<file path="src/mcs_pkg.sv">
// mcs_pkg: constants for the serial management slave port
// assumes: shared by the port top and its bit sampler
package mcs_pkg;
  localparam int        MCS_PREAMBLE_LEN  = 32;
  localparam logic [1:0] MCS_OP_ADDR      = 2'h0;
  localparam logic [1:0] MCS_OP_WRITE     = 2'h1;
  localparam logic [1:0] MCS_OP_READ      = 2'h3;
  localparam logic [1:0] MCS_OP_READ_INC  = 2'h2;
  localparam logic [1:0] MCS_START_CODE   = 2'h0;
  localparam logic [5:0] MCS_CNT_OPCODE   = 6'h03;
  localparam logic [5:0] MCS_CNT_PORT_END = 6'h08;
  localparam logic [5:0] MCS_CNT_GRP_END  = 6'h0d;
  localparam logic [5:0] MCS_CNT_TA2      = 6'h0f;
  localparam logic [5:0] MCS_CNT_LAST     = 6'h1f;
  localparam logic [15:0] MCS_RST_ADDR    = 16'h0000;
  localparam logic [15:0] MCS_DATA_ZERO   = 16'h0000;
  localparam logic [15:0] MCS_DATA_ONES   = 16'hffff;
  localparam logic [4:0] MCS_GROUP_ID     = 5'h01; // arbitrary value
  localparam logic [5:0] MCS_PRE_CNT_RST  = 6'h00;
  typedef enum logic [1:0] {
    MCS_ST_HUNT,
    MCS_ST_FRAME
  } mcs_state_t;
endpackage : mcs_pkg

</file>
<file path="src/mcs_port.sv">
// mcs_port: serial management slave, 64-bit frames, sampled on mgmt clock
// assumes: pull-up on the shared data line; register file sits outside
// Behaviour
// - management clock is asynchronous; only sampled through synchronisers
// - every frame needs its own full preamble; frames are 64 bits
// - start 00, opcode 00 address, 01 write, 11 read, 10 read-inc
// - port address sampled from straps after reset; match required
// - port and group address fields arrive msb first
// - address frame: turnaround 10, then 16-bit register address msb first
// - write frame: turnaround 10, then 16 data bits stored to address
// - read: release first turnaround bit, drive 0, then 16 bits msb first
// - driver enabled only while answering a read whose port address matches ours
// - line released during idle and first turnaround bit; pull-up gives high
// - read answers zeros on group mismatch with port match, ones on port mismatch
// - port operates only while out of hardware reset, bar a read fetch in the first cycle port_live is low
`timescale 1ns/100ps
module mcs_port
  import mcs_pkg::*;
(
  input  wire logic        i_mclk,
  input  wire logic        i_reset,
  input  wire logic        i_hardware_reset_pin_n,
  input  wire logic [4:0]  i_port_strap,
  input  wire logic        i_mdc,
  input  wire logic        i_mdio,
  input  wire logic [15:0] i_reg_rdata,
  output logic             o_mdio,
  output logic             o_mdio_oe,
  output logic [15:0]      o_reg_addr,
  output logic [15:0]      o_reg_wdata,
  output logic             o_reg_wr,
  output logic             o_reg_rd
);
  logic       mdc_rise;
  logic       mdc_fall;
  logic       bit_in;
  logic [1:0] rstn_sync;
  logic       strap_load;
  logic [4:0] strap_s1;
  logic [4:0] strap_s2;
  logic [4:0] port_id;
  mcs_state_t state;
  logic [5:0] pre_cnt;
  logic [5:0] bit_cnt;
  logic [15:0] shift_in;
  logic [1:0] opcode;
  logic       port_hit;
  logic       grp_hit;
  logic [15:0] reg_addr;
  logic [15:0] shift_out;
  logic       drive;
  logic       out_bit;
  logic       wr_pulse;
  logic       rd_pulse;

  // edges of the foreign management clock, two flops deep
  mcs_sampler u_sampler (
    .i_mclk  (i_mclk),
    .i_reset (i_reset),
    .i_mdc   (i_mdc),
    .i_mdio  (i_mdio),
    .o_rise  (mdc_rise),
    .o_fall  (mdc_fall),
    .o_data  (bit_in)
  );

  // hardware reset pin synchronised; port held idle while low, bar a read fetch in the first cycle port_live is low
  always_ff @(posedge i_mclk or posedge i_reset) begin
    if (i_reset) rstn_sync <= 2'h0;
    else         rstn_sync <= {rstn_sync[0], i_hardware_reset_pin_n};
  end
  wire port_live = rstn_sync[1];

  // strap pins pass two flops; no reset, so they track the pins in reset
  always_ff @(posedge i_mclk) begin
    strap_s1 <= i_port_strap;
    strap_s2 <= strap_s1;
  end

  // strap capture one cycle after any reset release
  always_ff @(posedge i_mclk or posedge i_reset) begin
    if (i_reset) strap_load <= 1'b1;
    else         strap_load <= ~port_live;
  end
  always_ff @(posedge i_mclk or posedge i_reset) begin
    if (i_reset)         port_id <= 5'h00;
    else if (strap_load) port_id <= strap_s2;
  end

  // frame field decode
  wire       is_read   = opcode[1];
  wire [5:0] next_cnt  = bit_cnt + 6'h01;
  wire       pre_done  = (pre_cnt == 6'(MCS_PREAMBLE_LEN));
  wire       start_ok  = ~bit_in & pre_done;
  wire       last_bit  = (bit_cnt == MCS_CNT_LAST);
  wire [15:0] next_sin = {shift_in[14:0], bit_in};
  // read word: register data on full hit, zeros on group-only miss, ones on port miss
  wire [15:0] rd_word  = (port_hit & grp_hit) ? i_reg_rdata :
                         port_hit ? MCS_DATA_ZERO :
                         MCS_DATA_ONES;
  wire       port_eq   = (next_sin[4:0] == port_id);
  wire       grp_eq    = (next_sin[4:0] == MCS_GROUP_ID);

  // frame receiver: counts bits after start, sampled on rising mgmt edge
  always_ff @(posedge i_mclk or posedge i_reset) begin
    if (i_reset) begin
      state    <= MCS_ST_HUNT;
      pre_cnt  <= MCS_PRE_CNT_RST;
      bit_cnt  <= 6'h00;
      shift_in <= 16'h0000;
      opcode   <= MCS_OP_ADDR;
      port_hit <= 1'b0;
      grp_hit  <= 1'b0;
    end else if (!port_live) begin
      state    <= MCS_ST_HUNT;
      pre_cnt  <= MCS_PRE_CNT_RST;
      bit_cnt  <= 6'h00;
    end else if (mdc_rise) begin
      unique case (state)
        MCS_ST_HUNT: begin
          // ones count up, saturate; a zero after 32 is start bit 0
          if (bit_in) begin
            if (!pre_done) pre_cnt <= pre_cnt + 6'h01;
          end else begin
            pre_cnt <= MCS_PRE_CNT_RST;
            if (start_ok) begin
              // first start bit taken here; count 1 is the second one
              state   <= MCS_ST_FRAME;
              bit_cnt <= 6'h01;
            end
          end
        end
        MCS_ST_FRAME: begin
          bit_cnt  <= next_cnt;
          shift_in <= next_sin;
          if (bit_cnt == 6'h01 && bit_in != MCS_START_CODE[0])
            state <= MCS_ST_HUNT;                  // bad start field
          if (bit_cnt == MCS_CNT_OPCODE)
            opcode <= next_sin[1:0];
          if (bit_cnt == MCS_CNT_PORT_END)
            port_hit <= port_eq;
          if (bit_cnt == MCS_CNT_GRP_END)
            grp_hit <= grp_eq;
          if (last_bit)
            state <= MCS_ST_HUNT;
        end
        default: state <= MCS_ST_HUNT;
      endcase
    end
  end

  // write and address completion strobes, read fetch strobe
  wire frame_end = mdc_rise & (state == MCS_ST_FRAME) & last_bit & port_live;
  wire hit_both  = port_hit & grp_hit;
  wire addr_done = frame_end & hit_both & (opcode == MCS_OP_ADDR);
  wire wr_done   = frame_end & hit_both & (opcode == MCS_OP_WRITE);
  wire inc_done  = frame_end & hit_both & (opcode == MCS_OP_READ_INC);
  wire fetch     = mdc_rise & (state == MCS_ST_FRAME) & is_read &
                   (bit_cnt == MCS_CNT_GRP_END + 6'h01);

  // held register address
  always_ff @(posedge i_mclk or posedge i_reset) begin
    if (i_reset)        reg_addr <= MCS_RST_ADDR;
    else if (addr_done) reg_addr <= next_sin;
    else if (inc_done)  reg_addr <= reg_addr + 16'h0001;
  end

  // write strobe with captured data word
  always_ff @(posedge i_mclk or posedge i_reset) begin
    if (i_reset) begin
      wr_pulse    <= 1'b0;
      rd_pulse    <= 1'b0;
      o_reg_wdata <= 16'h0000;
    end else begin
      wr_pulse <= wr_done;
      rd_pulse <= fetch & hit_both;
      if (wr_done) o_reg_wdata <= next_sin;
    end
  end

  // read driver: changes on falling mgmt edge, released otherwise
  // only a port match may take the shared line; a port miss leaves the
  // all-ones answer to the pull-up, so out_bit never goes low undriven
  wire ta2_edge = mdc_fall & (state == MCS_ST_FRAME) & is_read & port_live &
                  port_hit & (bit_cnt == MCS_CNT_TA2);
  wire drv_end  = mdc_fall & (state != MCS_ST_FRAME);
  always_ff @(posedge i_mclk or posedge i_reset) begin
    if (i_reset) begin
      drive     <= 1'b0;
      out_bit   <= 1'b1;
      shift_out <= MCS_DATA_ONES;
    end else if (!port_live || drv_end) begin
      drive   <= 1'b0;
      out_bit <= 1'b1;
    end else if (ta2_edge) begin
      drive     <= 1'b1;
      out_bit   <= 1'b0;
      shift_out <= rd_word;
    end else if (mdc_fall && drive) begin
      out_bit   <= shift_out[15];
      shift_out <= {shift_out[14:0], 1'b1};
    end
  end

  // outputs straight from flops
  always_ff @(posedge i_mclk or posedge i_reset) begin
    if (i_reset) begin
      o_mdio     <= 1'b1;
      o_mdio_oe  <= 1'b0;
      o_reg_addr <= MCS_RST_ADDR;
      o_reg_wr   <= 1'b0;
      o_reg_rd   <= 1'b0;
    end else begin
      o_mdio     <= out_bit;
      o_mdio_oe  <= drive;
      o_reg_addr <= reg_addr;
      o_reg_wr   <= wr_pulse;
      o_reg_rd   <= rd_pulse;
    end
  end
endmodule : mcs_port

</file>
<file path="src/mcs_sampler.sv">
// mcs_sampler: two-stage synchroniser for clock and data, edge detection
// assumes: management clock is slow (<=12.5 MHz) against i_mclk
`timescale 1ns/100ps
module mcs_sampler
  import mcs_pkg::*;
(
  input  wire logic i_mclk,
  input  wire logic i_reset,
  input  wire logic i_mdc,
  input  wire logic i_mdio,
  output logic      o_rise,
  output logic      o_fall,
  output logic      o_data
);
  logic [2:0] clk_sync;
  logic [1:0] dat_sync;

  // clock and data synchronisers; stage 0 feeds only stage 1
  always_ff @(posedge i_mclk or posedge i_reset) begin
    if (i_reset) begin
      clk_sync <= 3'h0;
      dat_sync <= 2'h3;
    end else begin
      clk_sync <= {clk_sync[1:0], i_mdc};
      dat_sync <= {dat_sync[0], i_mdio};
    end
  end

  // edges from stages 1 and 2 only
  assign o_rise = clk_sync[1] & ~clk_sync[2];
  assign o_fall = ~clk_sync[1] & clk_sync[2];
  assign o_data = dat_sync[1];
endmodule : mcs_sampler

</file>
<file path="config.mk">
export PLATFORM = sky130hd
export DESIGN_NAME = mcs_port
export DESIGN_NICKNAME = d
export VERILOG_FILES = /design/src/mcs_pkg.sv /design/src/mcs_port.sv /design/src/mcs_sampler.sv
export SDC_FILE = /design/constraint.sdc
export NUM_CORES = 1
export LEC_CHECK = 0
export ABC_CLOCK_PERIOD_IN_PS = 3900
export BUFFER_PORTS_ARGS = -buffer_cell sky130_fd_sc_hd__buf_2
export CAP_MARGIN = 20
export CORE_MARGIN = 4
export CORE_UTILIZATION = 25
export DETAILED_ROUTE_END_ITERATION = 8
export PLACE_DENSITY_LB_ADDON = 0.2
export SYNTH_ARGS = -nofsm -noshare
export SYNTH_HDL_FRONTEND = slang
export SYNTH_HIERARCHICAL = 1
export SYNTH_SLANG_ARGS = --single-unit
export TNS_END_PERCENT = 100
</file>
<file path="constraint.sdc">
create_clock -name i_mclk -period 3.9 [get_ports i_mclk]
set_input_delay 1.17 -clock i_mclk [delete_from_list [all_inputs] [get_ports i_mclk]]
set_output_delay 1.17 -clock i_mclk [all_outputs]
set_load 0.02 [all_outputs]
</file>
==> run_results.csv, run 1 <==
group,metric,value,unit
logic_synthesis,async_flop_share,92.1,%
sta,worst_pin_slew,1.02,ns
placement,place_inst,777,
cts,htreeDepth,4,
logic_synthesis,synth_cell_type_count,55,
hold_path,hold_class,"reg -> reg",
outcome,status,"completed",
power_and_ir_drop,p_total,2.94,mW
logic_synthesis,synth_top_cells_by_count,"dfrtp_1 (96), o21ai_0 (40), mux2_2 (37)",
cells_and_area,drive_above_1_share,30.5,%
logic_synthesis,ys_seq_area_share,59.0,%
worst_setup_path,slowest_delay,0.52,ns
worst_setup_path,cp_cell_sequence,"nor2b_1 -> nand3_2 -> nor4_1 -> nor3b_1 -> mux2_2",
grt,grt_max_degree,113,
worst_setup_path,crit_buf_inv,0,
run,maxCapViolations,0,
placement,portBuffers,61,
floorplanning,io_pins,62,
route,drt_first_pass_iters,4,
power_and_ir_drop,vdd_drop_max,0.373,mV
placement,place_congestion,0.789,
logic_synthesis,synth_top_area_cell,"dfrtp_1",
sta,rsz0062_at_grt,"false",
cells_and_area,area_growth,21.3,%
cts,cts_sinks,127,
placement,hpwlAfterDp,7800,um
logic_synthesis,synth-seq-cells,127,
route,via_count,3703,
worst_setup_path,worstSetupEndpointType,"register",
power_and_ir_drop,leakage,2.93,nW
worst_setup_path,arrival,2.90,ns
logic_synthesis,ys_top_cells_by_area,"dfrtp_1 (45%), dfstp_2 (10%), mux2_2 (7.8%), dfxtp_1 (3.7%), o21ai_0 (3.7%)",
worst_setup_path,path_class,"reg -> reg",
cts,path_clk_slew,0.05,ns
worst_setup_path,worstPathRequired,4.19,ns
grt,grt_overflow,0,
hold_path,hp-start,"strap_s1[3]",
cts,hold_buffers,0,
cts,clkLatencyLatePin,0.41,ns
logic_synthesis,syn_avg_cell_area,11.5,um^2
route,drt-initial-drc-count,218,
route,drt-vias-per-instance,4.58,
logic_synthesis,synth.most_common_cell,"dfrtp_1",
cells_and_area,antenna_cells,0,
cts,cts-buffers-inserted,17,
floorplanning,start_util,25.4,%
sta,final-hold-violation-count,0,
cts,cts_tree,"done",
cts,cts_setup_buffers,0,
worst_setup_path,rr_startpoint,"u_sampler/clk_sync[1]",
sta,setup-tns-final,0,ns
logic_synthesis,synth_warnings,6,
cts,cts.path.max_buffers,2,
grt,antenna_found_initial,0,
cts,cts_resized,0,
sta,maxSlewViolCount,0,
cells_and_area,final_nets,554,
logic_synthesis,synth_edf_count,0,
worst_setup_path,startpoint_type,"register",
route,ant_nets,0,
sta,fmax,384,MHz
grt,grt_pass1_vias,3735,
worst_setup_path,worstPathMaxFanout,18,
logic_synthesis,synth-main-ff-cell,"dfrtp_1",
route,wirelength,11800,um
route,drc,0,
logic_synthesis,synth_top_area_share,45.0,%
grt,grt_pass1_wl,19800,um
logic_synthesis,syn_inst,463,
sta,fin_crit_sh,66.8,%
worst_setup_path,crit_start,"u_sampler/clk_sync[1]",
route,wl_per_cell,14.5,um
logic_synthesis,syn_area,5340,um^2
worst_setup_path,cp_top_family,"simple AND/OR/NAND/NOR gates",
floorplanning,num_rows,53,
cells_and_area,post-route-util,30.8,%
sta,fin_skew,0.00691,ns
sta,slew_headroom,31.2,%
floorplanning,dieArea,23800,um^2
logic_synthesis,synth_nets,496,
floorplanning,die_h,154,um
cells_and_area,final_cells,809,
sta,setup_viol,0,
floorplanning,core,21000,um^2
sta,period_minus_slack,2.60,ns
worst_setup_path,slowest_stage,"nor2b_1",
cts,cts-root-buf,"clkbuf_16",
grt,grt.total_usage,10.3,%
power_and_ir_drop,pwr_density_cell,453,nW/um^2
floorplanning,die_x,154,um
## flip-flops by register name, indices dropped and copies added, names as in the netlist, 2 cells and up
register / count
o_reg_addr: 16
o_reg_wdata: 16
shift_in: 15
reg_addr: 16
rstn_sync: 2
opcode: 2
strap_s2: 5
bit_cnt: 6
pre_cnt: 6
strap_s1: 5
port_id: 5
u_sampler/dat_sync: 2
shift_out: 16
u_sampler/clk_sync: 3
## per-layer routing
layer	share of wire (%)	GRT usage (%)	vias up
li1	-	-	1789
met1	48	13.9	1808
met2	44	14.7	84
met3	5.9	3.58	22
met4	2.5	5.17	0
met5	0	0	-
## layout make-up
cell class | instances | area (um^2)
Clock buffer | 22 | 464
Clock inverter | 10 | 113
Fill cell | 2140 | 14500
Inverter | 14 | 56.3
Multi-Input combinational cell | 299 | 2030
Sequential cell | 127 | 3150
Tap cell | 275 | 344
Timing Repair Buffer | 62 | 325
## cell families (layout without fill, tap and decap cells)
kind of cell	count (synthesis)	in the layout	share of synthesized area (%)
muxes	40	40	8.36
buffers and inverters	37	108	3.07
adders and majority gates	7	7	1.64
xor gates and xnor gates	7	7	1.15
and+or+nand+nor	123	123	13.1
AOI/OAI and AO/OA	122	122	13.7
DFF	127	127	59.0
## path summary, 6_finish.rpt
check	endpoint	slack (ns)	cells past startpoint
worst min register to register	strap_s2[3]	0.33	0
min in group asynchronous	u_sampler/clk_sync[1]	0.67	2
worst max register to register	opcode[0]	1.30	5
worst min-delay path	strap_s2[3]	0.33	0
max in group asynchronous	reg_addr[9]	2.51	3
worst max-delay path	opcode[0]	1.30	5
## per-stage QoR
stage                     hold WS, ns  setup WS [ns]  instance area (um^2)
final                           0.326           1.30                  6480
after global routing            0.330           1.01                  6480
after CTS                       0.327           1.27                  6480
after detailed placement        0.314           1.27                  5910
after global placement          0.315           1.33                  5910
after floorplan                 0.310           1.39                  5350
## cells in the final DEF (no fill, tap or decap), types with 6 or more instances in the layout
cell type and n:
dfrtp_1 96, or3_1 6, nand4_1 6, o22ai_1 9
nand3_1 20, clkbuf_16 17, o21ai_0 40, ha_1 7
clkinvlp_4 6, dfstp_2 21, nor2_1 35, a21o_1 17
dfxtp_1 10, mux2_2 37, a21oi_1 35, nor3_1 6
buf_2 61, nand2_1 16, inv_1 13
## power by group
group	total, mW	switching [mW]	leakage, nW	internal [mW]
Clock	1.53	0.561	0.268	0.969
Sequential	1.35	0.0119	1.62	1.34
Combinational	0.0607	0.0383	1.04	0.0224
(Power assumes the default switching activity.)
==> run 2: changes to the inputs <==
- ABC_AREA: default -> 1
- ABC_CLOCK_PERIOD_IN_PS: 3900 -> 2300
- clock period: 3.9 -> 2.3 ns (I/O delays scaled with it)
==> run 2 against run 1 <==
Compared with the run above:
- non-clock buffer count is 7 higher
- first-iteration DRC count is 33% higher
- sequential power rose by 78%
- largest cell class unchanged
- flip-flop and latch count unchanged
- clock-buffer cell count shrank 1
- synthesized cell count increased by 43%
==> run_results.csv, run 2 <==
group,metric,value,unit
logic_synthesis,ys_top_cells_by_area,"dfrtp_1 (42%), nand2_1 (13%), dfstp_2 (9.7%), o21ai_0 (4.9%), inv_1 (4.2%)",
cells_and_area,antenna_cells,0,
worst_setup_path,reg2regPathDepth,6,
cells_and_area,drive_above_1_share,19.6,%
worst_setup_path,arrival,2.15,ns
route,drt-initial-drc-count,291,
grt,grt_max_degree,72,
worst_setup_path,worstSetupEndpointType,"register",
placement,hpwlAfterDp,9110,um
hold_path,hold_class,"in -> async",
route,via_count,4388,
logic_synthesis,synth_compound_area_share,9.95,%
route,ant_nets,0,
route,drt_first_pass_iters,5,
logic_synthesis,ys_seq_area_share,55.5,%
floorplanning,core,22100,um^2
logic_synthesis,post_synth_and_or_nand_nor_area_fraction,23.9,%
run,maxCapViolations,0,
logic_synthesis,synth_top_family_by_area,"simple AND/OR/NAND/NOR gates",
grt,grt.total_usage,11.4,%
logic_synthesis,synth_warnings,6,
cells_and_area,layout_commonest_cell,"nand2_1",
logic_synthesis,syn_area,5680,um^2
route,drc,0,
logic_synthesis,synth_top_cells_by_count,"nand2_1 (203), dfrtp_1 (96), inv_1 (64)",
sta,rsz0062_at_grt,"false",
logic_synthesis,synth_nets,694,
logic_synthesis,synth.most_common_cell,"nand2_1",
cts,hold_buffers,0,
sta,fmax,540,MHz
cells_and_area,post-route-util,31.2,%
logic_synthesis,synth-adder-area-share,1.54,%
logic_synthesis,synth_top_area_cell,"dfrtp_1",
cts,cts-root-buf,"clkbuf_16",
logic_synthesis,synth_edf_count,0,
cells_and_area,final_cell_mix,"nand2_1 (203), dfrtp_1 (96), inv_1 (63), buf_2 (61), o21ai_0 (56)",
route,wl_per_cell,13.3,um
floorplanning,start_util,25.7,%
cts,htreeDepth,4,
worst_setup_path,r2r_slack,0.45,ns
cts,cts_tree,"done",
sta,worst_pin_slew,0.516,ns
route,wirelength,13500,um
logic_synthesis,synth_cell_type_count,38,
sta,period_minus_slack,1.85,ns
sta,fin_crit_sh,80.5,%
sta,slew_headroom,65.5,%
sta,fin_ws,0.448,ns
logic_synthesis,synth_mux_area_share,0.793,%
sta,final-hold-violation-count,0,
placement,place_congestion,0.807,
cts,cts_sinks,127,
floorplanning,dieArea,25200,um^2
worst_setup_path,timing.rr.end,"reg_addr[7]",
power_and_ir_drop,pwr_density_cell,818,nW/um^2
grt,grt_pass1_wl,23300,um
cts,clkLatencyLatePin,0.42,ns
grt,grt_pass1_vias,4361,
cts,cts_resized,0,
floorplanning,die_h,159,um
outcome,status,"completed",
cells_and_area,final_nets,758,
placement,pre_cts_ws,0.454,ns
cells_and_area,area_growth,21.4,%
worst_setup_path,worstPathMaxFanout,20,
cts,cts-buffers-inserted,17,
route,drt-vias-per-instance,4.31,
sta,setup-tns-final,0,ns
logic_synthesis,async_flop_share,92.1,%
cts,path_clk_slew,0.06,ns
power_and_ir_drop,leakage,3.42,nW
worst_setup_path,startpoint_type,"register",
logic_synthesis,synth_top_area_share,42.3,%
sta,fin_skew,0.00993,ns
grt,grt_overflow,0,
worst_setup_path,path_class,"reg -> reg",
cts,cts.path.max_buffers,2,
worst_setup_path,rr_startpoint,"bit_cnt[0]",
floorplanning,io_pins,62,
worst_setup_path,worstPathRequired,2.59,ns
logic_synthesis,syn_inst,661,
floorplanning,die_x,159,um
logic_synthesis,syn_avg_cell_area,8.60,um^2
logic_synthesis,synth-seq-cells,127,
sta,maxSlewViolCount,0,
logic_synthesis,synth-main-ff-cell,"dfrtp_1",
power_and_ir_drop,p_total,5.64,mW
logic_synthesis,synth_xor_area_share,1.23,%
grt,antenna_found_initial,0,
sta,whs,0.192,ns
floorplanning,num_rows,54,
power_and_ir_drop,vdd_drop_max,0.516,mV
sta,setup_viol,0,
cts,cts_setup_buffers,0,
placement,portBuffers,61,
## run 2: metal layers
layer / part of all wire (%) / up-vias / track usage (%)
li1: - / 2234 / -
met1: 49 / 2065 / 15.7
met2: 45 / 78 / 17.2
met3: 4.1 / 11 / 2.95
met4: 1.2 / 0 / 4.26
met5: 0 / - / 0
## run 2: power breakdown
part           total, mW  leakage (nW)  internal, mW  switching, mW
logic              0.449          1.52         0.142          0.306
clock network       2.79         0.283          1.81          0.985
registers           2.40          1.62          2.32         0.0859
## run 2: area by class of cell
cell class,count,area [um^2]
tap,280,350
fill,2349,15200
timing repair buffer,69,390
multi-input combinational,441,2130
inverter,69,269
clock buffer,21,440
clock inverter,11,165
sequential,127,3150
## run 2: cells by family (layout without fill, tap and decap cells)
group / Yosys count / count (layout)
AND/OR/NAND/NOR: 313 / 313
multiplexers: 4 / 4
buffers and inverters: 93 / 170
flip-flops: 127 / 127
XOR/XNOR: 8 / 8
adder cells (fa/ha/maj): 7 / 7
AO/OA/AOI/OAI: 109 / 109
## run 2: worst max path at each step
stage	from	endpoint	slack (ns)
after global routing	bit_cnt[0]	reg_addr[12]	0.28
final	bit_cnt[0]	reg_addr[7]	0.45
after floorplan	i_reset	bit_cnt[0]	0.27
after global placement	u_sampler/clk_sync[1]	shift_out[11]	0.44
after CTS	bit_cnt[0]	reg_addr[7]	0.44
after detailed placement	bit_cnt[0]	reg_addr[7]	0.45
## run 2: stage by stage
step / cell area, um^2 / std cells
floorplan: 5690 / 661
global placement: 6290 / 986
detailed placement: 6290 / 986
CTS: 6900 / 1018
global route: 6900 / 1018
finish: 6900 / 1018
## run 2: critical path, cell delays in order (launching register included)
cell     delay [ns]
dfrtp_1        0.44
ha_1           0.29
nand2_4        0.09
nor2_4         0.16
nand3_2        0.38
o21ai_0        0.29
nand2_1        0.07
